$ cat src/rtl/spm_pkg.sv
// spm_pkg: constants and types shared by the serial engine and its byte queue.
// assumes one system clock; all counts are in system clock cycles.
package spm_pkg;

    // ****************************************************************
    // widths and sizes
    // ****************************************************************
    localparam int         WORD_W     = 8;   // bits per serial word
    localparam int         SS_COUNT   = 8;   // slave select outputs
    localparam int         SEL_W      = 3;   // width of the slave number
    localparam int         RATE_W     = 2;   // width of the bit rate code
    localparam int         DIV_W      = 4;   // width of the rate divider
    localparam int         EDGE_W     = 4;   // counts the sixteen clock edges of a word
    localparam int         FIFO_DEPTH = 16;  // words queued for sending

    // ****************************************************************
    // values
    // ****************************************************************
    localparam logic [DIV_W-1:0]    DIV_ONE    = 4'h1;
    localparam logic [DIV_W-1:0]    DIV_ZERO   = 4'h0;
    localparam logic [EDGE_W-1:0]   EDGE_ZERO  = 4'h0;
    localparam logic [EDGE_W-1:0]   EDGE_ONE   = 4'h1;
    localparam logic [EDGE_W-1:0]   EDGE_LAST  = 4'hF;
    localparam logic [SS_COUNT-1:0] SS_ALL_OFF = 8'hFF;
    localparam logic [SS_COUNT-1:0] SS_ONE     = 8'h01;
    localparam logic [WORD_W-1:0]   WORD_ZERO  = 8'h00;

    // bit rate codes: sck is clk_sys divided by 2, 4, 8 or 16
    localparam logic [RATE_W-1:0]   RATE_DIV2  = 2'h0;
    localparam logic [RATE_W-1:0]   RATE_DIV4  = 2'h1;
    localparam logic [RATE_W-1:0]   RATE_DIV8  = 2'h2;
    localparam logic [RATE_W-1:0]   RATE_DIV16 = 2'h3;

    // ****************************************************************
    // engine states
    // ****************************************************************
    typedef enum logic [1:0] {
        SPM_IDLE,
        SPM_XFER,
        SPM_GAP
    } spm_state_t;

endpackage

$ cat src/rtl/spm_stream_if.sv
// spm_stream_if: one valid/ready word stream between the engine and its queue.
// assumes both ends run on the same clock.
`timescale 1ns/10ps
interface spm_stream_if #(
    parameter int WIDTH = 8
);
    logic             valid;
    logic             ready;
    logic [WIDTH-1:0] data;

    modport src (output valid, output data, input ready);
    modport snk (input valid, input data, output ready);
endinterface

$ cat src/rtl/spm_fifo.sv
// spm_fifo: word queue with registered read data and valid/ready on both sides.
// assumes DEPTH is a power of two; the output register holds one extra word.
`timescale 1ns/10ps
module spm_fifo #(
    parameter int WIDTH = 8,
    parameter int DEPTH = 16
) (
    input  wire logic  clk_sys,
    input  wire logic  rst_n,
    spm_stream_if.snk  fill,
    spm_stream_if.src  drain
);

    // ****************************************************************
    // storage and pointers
    // ****************************************************************
    localparam int AW = $clog2(DEPTH);
    localparam logic [AW:0] FULL_CNT = (AW+1)'(DEPTH);

    logic [WIDTH-1:0] mem [DEPTH];
    logic [AW-1:0]    wr_ptr;
    logic [AW-1:0]    rd_ptr;
    logic [AW:0]      count;
    logic             q_valid;
    logic [WIDTH-1:0] q_data;
    logic [AW-1:0]    next_wr_ptr;
    logic [AW-1:0]    next_rd_ptr;
    logic [AW:0]      next_count;
    logic             next_q_valid;
    logic [WIDTH-1:0] next_q_data;
    logic             push;
    logic             pop;

    // back-pressure: the filling side stalls once the memory is full
    assign fill.ready  = (count != FULL_CNT);
    assign drain.valid = q_valid;
    assign drain.data  = q_data;

    // next pointers and output stage; memory moves into the output register
    always_comb begin
        push         = fill.valid && fill.ready;
        pop          = (count != '0) && (!q_valid || drain.ready);
        next_wr_ptr  = push ? wr_ptr + 1'b1 : wr_ptr;
        next_rd_ptr  = pop ? rd_ptr + 1'b1 : rd_ptr;
        next_count   = count + (AW+1)'(push) - (AW+1)'(pop);
        next_q_valid = pop ? 1'b1 : (q_valid && !drain.ready);
        next_q_data  = pop ? mem[rd_ptr] : q_data;
    end

    // memory array carries no reset
    always_ff @(posedge clk_sys) begin
        if (push) begin
            mem[wr_ptr] <= fill.data;
        end
    end

    always_ff @(posedge clk_sys) begin
        if (!rst_n) begin
            wr_ptr  <= '0;
            rd_ptr  <= '0;
            count   <= '0;
            q_valid <= 1'b0;
            q_data  <= '0;
        end else begin
            wr_ptr  <= next_wr_ptr;
            rd_ptr  <= next_rd_ptr;
            count   <= next_count;
            q_valid <= next_q_valid;
            q_data  <= next_q_data;
        end
    end

endmodule

$ cat src/rtl/spm_engine.sv
// spm_engine: serial master engine, eight selects, four modes, four bit rates.
// assumes the host drives the control ports from clk_sys; miso and ss_in_n
// come from pins and are synchronised here. sck is made here from clk_sys.
//
// How it works
// only this engine drives sck, toggling once per half bit.
// the host picks one of four sck bit rates with rate_sel.
// data changes on one sck edge and is sampled on the other.
// with cpol low, sck rests low outside transfers.
// with cpol high, sck rests high outside transfers.
// with cpha low, first bit is valid at first edge after select falls.
// with cpha high, first bit is valid at the second edge.
// with cpha low, sck stays idle for the first half bit.
// with cpha low, select rises and falls again between words.
// with cpha high, the first edge starts a word; select may stay low.
// each word shifts eight bits out on mosi and eight in from miso.
// unselected slaves ignore sck and float miso.
// at most one slave drives miso per transfer.
// a low ss_in_n turns off the sck, mosi and select drivers.
// contention on ss_in_n raises an event and a sticky flag.
// eight separate active-low slave select outputs.
// a finished word raises a one-cycle done event.
// bytes go out as given, with no command or address framing.
// every received word lands in the receive holding register.
// every word the host queues is sent on the link unless contention aborts it.
// master and slave should share polarity and phase.
// sck is clk_sys divided by two, four, eight or sixteen.
// contention aborts the word in progress.
// reset returns all state except the queue memory to its initial values.
// words travel most significant bit first in both directions.
// only the one host-chosen select is ever low.
`timescale 1ns/10ps
module spm_engine #(
    parameter int WORD_W   = spm_pkg::WORD_W,
    parameter int SS_COUNT = spm_pkg::SS_COUNT,
    parameter int DEPTH    = spm_pkg::FIFO_DEPTH
) (
    input  wire logic                      clk_sys,
    input  wire logic                      rst_n,
    // configuration
    input  wire logic                      cpol,
    input  wire logic                      cpha,
    input  wire logic [spm_pkg::RATE_W-1:0] rate_sel,
    input  wire logic                      ss_enable,
    input  wire logic [spm_pkg::SEL_W-1:0]  ss_sel,
    // transmit queue
    input  wire logic [WORD_W-1:0]         tx_data,
    input  wire logic                      tx_valid,
    output logic                           tx_ready,
    output logic                           tx_empty,
    // receive holding register
    output logic [WORD_W-1:0]              rx_data,
    output logic                           rx_valid,
    output logic                           rx_full,
    input  wire logic                      rx_ack,
    // status and events
    output logic                           busy,
    output logic                           xfer_done,
    output logic                           contend_evt,
    output logic                           contend_flag,
    input  wire logic                      contend_clr,
    // serial pins
    output logic                           sck,
    output logic                           mosi,
    output logic                           drv_oe,
    output logic [SS_COUNT-1:0]            ss_n,
    input  wire logic                      miso,
    input  wire logic                      ss_in_n
);

    // ****************************************************************
    // transmit queue
    // ****************************************************************
    spm_stream_if #(.WIDTH(WORD_W)) host_if ();
    spm_stream_if #(.WIDTH(WORD_W)) eng_if ();

    assign host_if.valid = tx_valid;
    assign host_if.data  = tx_data;
    assign tx_ready      = host_if.ready;

    spm_fifo #(
        .WIDTH (WORD_W),
        .DEPTH (DEPTH)
    ) u_txq (
        .clk_sys (clk_sys),
        .rst_n   (rst_n),
        .fill    (host_if.snk),
        .drain   (eng_if.src)
    );

    // nothing is waiting for the engine to pick up
    assign tx_empty = !eng_if.valid;

    // ****************************************************************
    // pin synchronisers
    // ****************************************************************
    logic miso_m;
    logic miso_s;
    logic ssin_m;
    logic ssin_s;
    logic ssin_d;

    // first stages are read only by second stages; ssin_d feeds the edge detect
    always_ff @(posedge clk_sys) begin
        if (!rst_n) begin
            miso_m <= 1'b0;
            miso_s <= 1'b0;
            ssin_m <= 1'b1;
            ssin_s <= 1'b1;
            ssin_d <= 1'b1;
        end else begin
            miso_m <= miso;
            miso_s <= miso_m;
            ssin_m <= ss_in_n;
            ssin_s <= ssin_m;
            ssin_d <= ssin_s;
        end
    end

    // ****************************************************************
    // serial engine
    // ****************************************************************
    spm_pkg::spm_state_t         state;
    spm_pkg::spm_state_t         next_state;
    logic [spm_pkg::DIV_W-1:0]   div_cnt;
    logic [spm_pkg::DIV_W-1:0]   next_div_cnt;
    logic [spm_pkg::EDGE_W-1:0]  edge_cnt;
    logic [spm_pkg::EDGE_W-1:0]  next_edge_cnt;
    logic [WORD_W-1:0]           tx_sh;
    logic [WORD_W-1:0]           next_tx_sh;
    logic [WORD_W-1:0]           rx_sh;
    logic [WORD_W-1:0]           next_rx_sh;
    logic [WORD_W-1:0]           next_rx_data;
    logic                        next_rx_valid;
    logic                        next_rx_full;
    logic                        next_xfer_done;
    logic                        next_contend_evt;
    logic                        next_contend_flag;
    logic                        next_sck;
    logic                        next_mosi;
    logic                        next_drv_oe;
    logic [SS_COUNT-1:0]         next_ss_n;
    logic                        cpha_q;
    logic                        next_cpha_q;
    logic [spm_pkg::RATE_W-1:0]  rate_q;
    logic [spm_pkg::RATE_W-1:0]  next_rate_q;
    logic [spm_pkg::SEL_W-1:0]   sel_q;
    logic [spm_pkg::SEL_W-1:0]   next_sel_q;
    logic [spm_pkg::DIV_W-1:0]   half_last;
    logic                        tick;
    logic                        leading;
    logic                        sample_edge;
    logic                        do_load;
    logic                        can_start;
    logic                        contend;
    logic                        contend_set;
    logic [SS_COUNT-1:0]         sel_low;

    // half bit lasts 1, 2, 4 or 8 cycles, so sck runs at clk/2 .. clk/16
    assign half_last = (spm_pkg::DIV_ONE << rate_q) - spm_pkg::DIV_ONE;
    assign tick      = (div_cnt == half_last);
    // even edge index is the leading edge, odd the trailing one
    assign leading   = !edge_cnt[0];
    // cpha low samples on leading edges, cpha high on trailing ones
    assign sample_edge = cpha_q ? !leading : leading;
    assign contend     = !ssin_s;
    assign contend_set = ssin_d && !ssin_s;
    // a new word may start only with a queued byte, select enabled, no contention
    assign can_start = eng_if.valid && ss_enable;
    // one-hot select pattern, inverted for the active-low pins
    assign sel_low   = spm_pkg::SS_ONE << sel_q;
    assign busy      = (state != spm_pkg::SPM_IDLE);
    assign eng_if.ready = do_load;

    // next values of the word engine, shifters, clock and selects
    always_comb begin
        next_state     = state;
        next_div_cnt   = div_cnt;
        next_edge_cnt  = edge_cnt;
        next_tx_sh     = tx_sh;
        next_rx_sh     = rx_sh;
        next_rx_data   = rx_data;
        next_rx_valid  = 1'b0;
        next_xfer_done = 1'b0;
        next_sck       = sck;
        next_mosi      = mosi;
        next_ss_n      = ss_n;
        next_cpha_q    = cpha_q;
        next_rate_q    = rate_q;
        next_sel_q     = sel_q;
        do_load        = 1'b0;
        if (contend) begin
            // another master is selecting us: drop the word, release the bus
            next_state    = spm_pkg::SPM_IDLE;
            next_ss_n     = spm_pkg::SS_ALL_OFF;
            next_sck      = cpol;
            next_edge_cnt = spm_pkg::EDGE_ZERO;
            next_div_cnt  = spm_pkg::DIV_ZERO;
        end else begin
            unique case (state)
                spm_pkg::SPM_IDLE: begin
                    // idle level follows cpol while nothing is moving
                    next_sck  = cpol;
                    next_ss_n = spm_pkg::SS_ALL_OFF;
                    do_load   = can_start;
                end
                spm_pkg::SPM_XFER: begin
                    next_div_cnt = tick ? spm_pkg::DIV_ZERO : div_cnt + spm_pkg::DIV_ONE;
                    if (tick) begin
                        next_sck      = !sck;
                        next_edge_cnt = edge_cnt + spm_pkg::EDGE_ONE;
                        if (sample_edge) begin
                            // msb arrives first, so shift in from the bottom
                            next_rx_sh = {rx_sh[WORD_W-2:0], miso_s};
                        end else begin
                            // present the next bit on the shifting edge
                            next_mosi  = tx_sh[WORD_W-1];
                            next_tx_sh = {tx_sh[WORD_W-2:0], 1'b0};
                        end
                        if (edge_cnt == spm_pkg::EDGE_LAST) begin
                            // sck is idle again; cpha low drops the select now so even a
                            // one-cycle gap at the fastest rate frames the next word
                            next_ss_n      = cpha_q ? ss_n : spm_pkg::SS_ALL_OFF;
                            next_state     = spm_pkg::SPM_GAP;
                            next_rx_data   = next_rx_sh;
                            next_rx_valid  = 1'b1;
                            next_xfer_done = 1'b1;
                            next_edge_cnt  = spm_pkg::EDGE_ZERO;
                        end
                    end
                end
                spm_pkg::SPM_GAP: begin
                    next_div_cnt = tick ? spm_pkg::DIV_ZERO : div_cnt + spm_pkg::DIV_ONE;
                    // cpha low must frame each word with its own select fall
                    if (!cpha_q) begin
                        next_ss_n = spm_pkg::SS_ALL_OFF;
                    end
                    if (tick) begin
                        if (can_start) begin
                            do_load = 1'b1;
                        end else begin
                            next_state = spm_pkg::SPM_IDLE;
                            next_ss_n  = spm_pkg::SS_ALL_OFF;
                        end
                    end
                end
            endcase
        end
        if (do_load) begin
            // settings are held for the word so a change cannot tear it
            next_state    = spm_pkg::SPM_XFER;
            next_cpha_q   = cpha;
            next_rate_q   = rate_sel;
            next_sel_q    = ss_sel;
            next_div_cnt  = spm_pkg::DIV_ZERO;
            next_edge_cnt = spm_pkg::EDGE_ZERO;
            next_rx_sh    = spm_pkg::WORD_ZERO;
            next_ss_n     = ~(spm_pkg::SS_ONE << ss_sel);
            // byte goes out untouched, no framing added
            if (cpha) begin
                // cpha high: first bit appears on the first edge
                next_tx_sh = eng_if.data;
            end else begin
                // cpha low: first bit is on mosi a half bit before any edge
                next_mosi  = eng_if.data[WORD_W-1];
                next_tx_sh = {eng_if.data[WORD_W-2:0], 1'b0};
            end
        end else if (state == spm_pkg::SPM_GAP && cpha_q && !contend && !tick) begin
            // cpha high may keep the same slave selected across words
            next_ss_n = ~sel_low;
        end
    end

    always_ff @(posedge clk_sys) begin
        if (!rst_n) begin
            state     <= spm_pkg::SPM_IDLE;
            div_cnt   <= spm_pkg::DIV_ZERO;
            edge_cnt  <= spm_pkg::EDGE_ZERO;
            tx_sh     <= spm_pkg::WORD_ZERO;
            rx_sh     <= spm_pkg::WORD_ZERO;
            rx_data   <= spm_pkg::WORD_ZERO;
            rx_valid  <= 1'b0;
            xfer_done <= 1'b0;
            sck       <= 1'b0;
            mosi      <= 1'b0;
            ss_n      <= spm_pkg::SS_ALL_OFF;
            cpha_q    <= 1'b0;
            rate_q    <= spm_pkg::RATE_DIV2;
            sel_q     <= '0;
        end else begin
            state     <= next_state;
            div_cnt   <= next_div_cnt;
            edge_cnt  <= next_edge_cnt;
            tx_sh     <= next_tx_sh;
            rx_sh     <= next_rx_sh;
            rx_data   <= next_rx_data;
            rx_valid  <= next_rx_valid;
            xfer_done <= next_xfer_done;
            sck       <= next_sck;
            mosi      <= next_mosi;
            ss_n      <= next_ss_n;
            cpha_q    <= next_cpha_q;
            rate_q    <= next_rate_q;
            sel_q     <= next_sel_q;
        end
    end

    // ****************************************************************
    // status flags and driver enable
    // ****************************************************************
    // sticky flags: a set in the same cycle as the clear wins
    always_comb begin
        next_rx_full      = (rx_full && !rx_ack) || next_rx_valid;
        next_contend_evt  = contend_set;
        next_contend_flag = (contend_flag && !contend_clr) || contend_set;
        // drivers follow the synchronised contention input
        next_drv_oe       = !contend;
    end

    always_ff @(posedge clk_sys) begin
        if (!rst_n) begin
            rx_full      <= 1'b0;
            contend_evt  <= 1'b0;
            contend_flag <= 1'b0;
            drv_oe       <= 1'b0;
        end else begin
            rx_full      <= next_rx_full;
            contend_evt  <= next_contend_evt;
            contend_flag <= next_contend_flag;
            drv_oe       <= next_drv_oe;
        end
    end

endmodule

$ cat config.mk
export PLATFORM = sky130hd
export DESIGN_NAME = spm_engine
export DESIGN_NICKNAME = d
export VERILOG_FILES = /design/src/rtl/spm_pkg.sv /design/src/rtl/spm_stream_if.sv /design/src/rtl/spm_fifo.sv /design/src/rtl/spm_engine.sv
export SDC_FILE = /design/constraint.sdc
export NUM_CORES = 1
export LEC_CHECK = 0
export BUFFER_PORTS_ARGS = -buffer_cell sky130_fd_sc_hd__buf_2
export CORE_ASPECT_RATIO = 1.1
export CORE_MARGIN = 2
export CORE_UTILIZATION = 60
export CTS_CLUSTER_DIAMETER = 50
export DETAILED_ROUTE_END_ITERATION = 10
export GPL_TIMING_DRIVEN = 0
export HOLD_SLACK_MARGIN = 0.12
export PLACE_DENSITY_LB_ADDON = 0.08
export SLEW_MARGIN = 20
export SYNTH_ARGS = -nofsm -noshare
export SYNTH_HDL_FRONTEND = slang
export SYNTH_SLANG_ARGS = --single-unit
$ cat constraint.sdc
create_clock -name clk_sys -period 4.3 [get_ports clk_sys]
set_clock_uncertainty 0.15 [all_clocks]
set_input_delay 0.645 -clock clk_sys [delete_from_list [all_inputs] [get_ports clk_sys]]
set_output_delay 0.645 -clock clk_sys [all_outputs]
set_load 0.1 [all_outputs]
==> results.toml <==
[critical_path]
cp.required_ns = 4.58
timing.rr.end = "u_txq.count[4]$_SDFF_PN0_"
cp-startpoint = "u_txq.count[3]$_SDFF_PN0_"
critPathMaxFanout = 10
worstSetupEndpointType = "flop"
crit_type = "reg -> reg"
rr_startpoint = "u_txq.count[3]$_SDFF_PN0_"
startpoint_type = "flop"
cp.arrival_ns = 4.16
r2r_slack_ns = 0.42
reg2regPathDepth = 17
setup.worst_path.end = "u_txq.count[4]$_SDFF_PN0_"

[power]
switching_share = 0.302
ir_drop_mv = 0.485
internal_power_uw = 4270
combPwrFrac = 0.250
p_sw_uw = 1850
power.share.clock = 0.361
p_seq_frac = 0.389
power_density_nw_per_um2 = 578
p_leak_uw = 0.00381

[placed_design]
dp_hpwl_mm = 14.0
place_inst = 964
gp_congestion = 0.895
io_buffer_count = 45

[die]
rows = 47
start_util = 0.612
die-area_um2 = 16300
die_w_um = 122
core-area_um2 = 15000
dieHeight_um = 134
ios = 50

[synth]
synthTopCellsByCount = "edfxtp_1, dfxtp_1, nor2_1"
synth_flop_cell = "edfxtp_1"
synthArstFlopShare = 0
synth_area_leader_cell = "edfxtp_1"
synth_area_per_cell_um2 = 12.8
synthCells = 719
syn-num-nets = 759
ys_types = 66
ys_seq_area_frac = 0.598
synth_top_area_frac = 0.419
synth_edf_count = 128
synth.area.top_cells = "edfxtp_1, dfxtp_1, mux4_2"
synth_seq_cells = 210
synth.most_common_cell = "edfxtp_1"
netlist_area_um2 = 9180
ys_warn_count = 0

[grt]
grt_max_degree = 17
first_global_vias = 5933
grt-ovfl-total = 0
grt_pass1_wl_mm = 31.6
antenna_found_initial = 0
grt_usage = 0.253

[clock_network]
postCtsHoldBufs = 0
clk_pin_slew_ns = 0.06
cts_tree = "yes"
cts_sinks = 210
clock-root-buffer = "clkbuf_16"
cts_made_buffers = 24
cts_buffer_depth = 3
post_cts_resized = 0
post_cts_buffers = 0
cts_max_level = 1
clock_latency_ns = 0.50

[cells_and_area]
nFillCells = 1054
antenna_cells = 0
area_growth_pct = 15.4
fin_nets = 834
drive_gt1_frac = 0.202
final_cell_count_no_fill = 1008

[timing]
slew_headroom = 0.369
fin_crit_ns = 3.88
tightest_slew_ns = 0.943
maxSlewViolCount = 0
finalHoldViolCount = 0
setup_violations = 0
setup_tns_ns = 0
min_period_over_period = 0.903
max_freq_mhz = 257
rsz0062_at_grt = "false"

[status]
status = "complete, no violations"

[drt]
vias = 6005
wl_met1_mm = 8.10
top_layer = "met4"
drcViolationCount = 0
dr.first_iter.drc_count = 509
avgViaCountPerCell = 5.96
dr.pass1.iters = 5
detail-route-antenna-nets = 0
met2_length_mm = 10.6
wl_met3_um = 820
routedWlPerCell_um = 19.9
wl_mm = 20.1

[flow_run]
cap_violations = 0

[min_path]
hold_class = "in -> reg"
stage by stage:
step	util	hold slack (ns)	total power, uW	worst slack (ns)	cell area [um^2]
after global placement	0.643	0.239	3900	0.594	9650
after detailed placement	0.647	0.254	3950	0.511	9700
final	0.707	0.179	6130	0.416	10600
after CTS	0.706	0.160	6150	0.499	10600
after global routing	0.707	0.182	6380	0.225	10600
after floorplan	-	0.236	3590	0.970	9180
routing by layer:
metal	vias to the layer above	GRT usage
li1	2837	-
met1	2958	0.319
met2	172	0.450
met3	38	0.0338
met4	0	0.0811
met5	-	0
sequential cells by signal, summed over array words and instances (netlist names), 4 cells and up:
| name | cells |
|---|---|
| u_txq.drain.data | 8 |
| u_txq.wr_ptr | 4 |
| u_txq.rd_ptr | 4 |
| u_txq.count | 5 |
| ss_n | 8 |
| rx_sh | 8 |
| div_cnt | 4 |
| rx_data | 8 |
| u_txq.mem | 128 |
| edge_cnt | 4 |
| tx_sh | 8 |
layout make-up:
cell class | count | area (um^2) | share of cell area
plain buffers | 47 | 223 | 0.0210
clock buffers | 27 | 664 | 0.0627
clock inverters | 17 | 225 | 0.0213
inverters | 23 | 86.3 | 0.00815
multi-input cells | 439 | 3410 | 0.322
flip-flops and latches | 210 | 5490 | 0.518
well taps | 196 | 245 | 0.0231
repair buffers | 49 | 255 | 0.0241
power groups by stage:
stage / Sequential (uW) / Combinational [uW] / Clock [uW]
5_1_grt: 2400 / 1660 / 2320
2_1_floorplan: 2520 / 1070 / 0
6_report: 2380 / 1540 / 2210
3_5_place_dp: 2420 / 1530 / 0
4_1_cts: 2380 / 1540 / 2230
3_3_place_gp: 2410 / 1480 / 0
worst min path at each step:
| stage | from | end | depth (start not counted) |
|---|---|---|---|
| 4_1_cts | contend_clr | contend_flag$_SDFF_PN0_ | 2 |
| 3_5_place_dp | ssin_m$_SDFF_PN1_ | next_drv_oe$_SDFF_PN1_ | 1 |
| 2_1_floorplan | ssin_m$_SDFF_PN1_ | next_drv_oe$_SDFF_PN1_ | 1 |
| 5_1_grt | ss_in_n | ssin_m$_SDFF_PN1_ | 2 |
| 6_report | contend_clr | contend_flag$_SDFF_PN0_ | 2 |
| 3_3_place_gp | ssin_m$_SDFF_PN1_ | next_drv_oe$_SDFF_PN1_ | 1 |
cells in the final DEF (no fill, tap or decap), types with 5 or more instances in the layout:
| master | instances |
|---|---|
| a221oi_1 | 9 |
| mux2i_1 | 47 |
| nor2_1 | 58 |
| clkbuf_1 | 27 |
| clkbuf_16 | 26 |
| or3_1 | 5 |
| ha_1 | 16 |
| a21o_1 | 6 |
| nand3_1 | 22 |
| buf_4 | 6 |
| inv_1 | 25 |
| buf_2 | 58 |
| o311ai_1 | 6 |
| a211oi_1 | 11 |
| mux2_2 | 7 |
| nor3_1 | 7 |
| xor2_1 | 6 |
| a21oi_1 | 45 |
| o21ai_1 | 8 |
| o21ai_0 | 19 |
| and2_1 | 7 |
| nand2_1 | 52 |
| dfxtp_1 | 82 |
| nor2b_1 | 5 |
| nand2b_1 | 10 |
| edfxtp_1 | 128 |
| mux4_2 | 28 |
worst max-delay path, cell delays in order (launching register included):
cell and delay, ns:
dfxtp_1 0.32, inv_1 0.08, ha_1 0.18, nor4b_1 0.59, a21oi_1 0.15, a31oi_4 0.40, buf_2 0.33, inv_1 0.07
ha_1 0.28, inv_1 0.04, ha_1 0.20, inv_1 0.07, fa_1 0.21, inv_1 0.05, a21oi_1 0.15, nor2_1 0.06
or3_1 0.34, a21oi_1 0.14
kinds of logic after synthesis:
family | share of synthesized area
adders and majority gates | 0.0240
muxes | 0.129
xor gates and xnor gates | 0.00954
DFF | 0.598
and+or+nand+nor | 0.106
AOI/OAI and AO/OA | 0.100
buffers and inverters | 0.0337
Note: power is estimated with default switching activity, not from simulation.
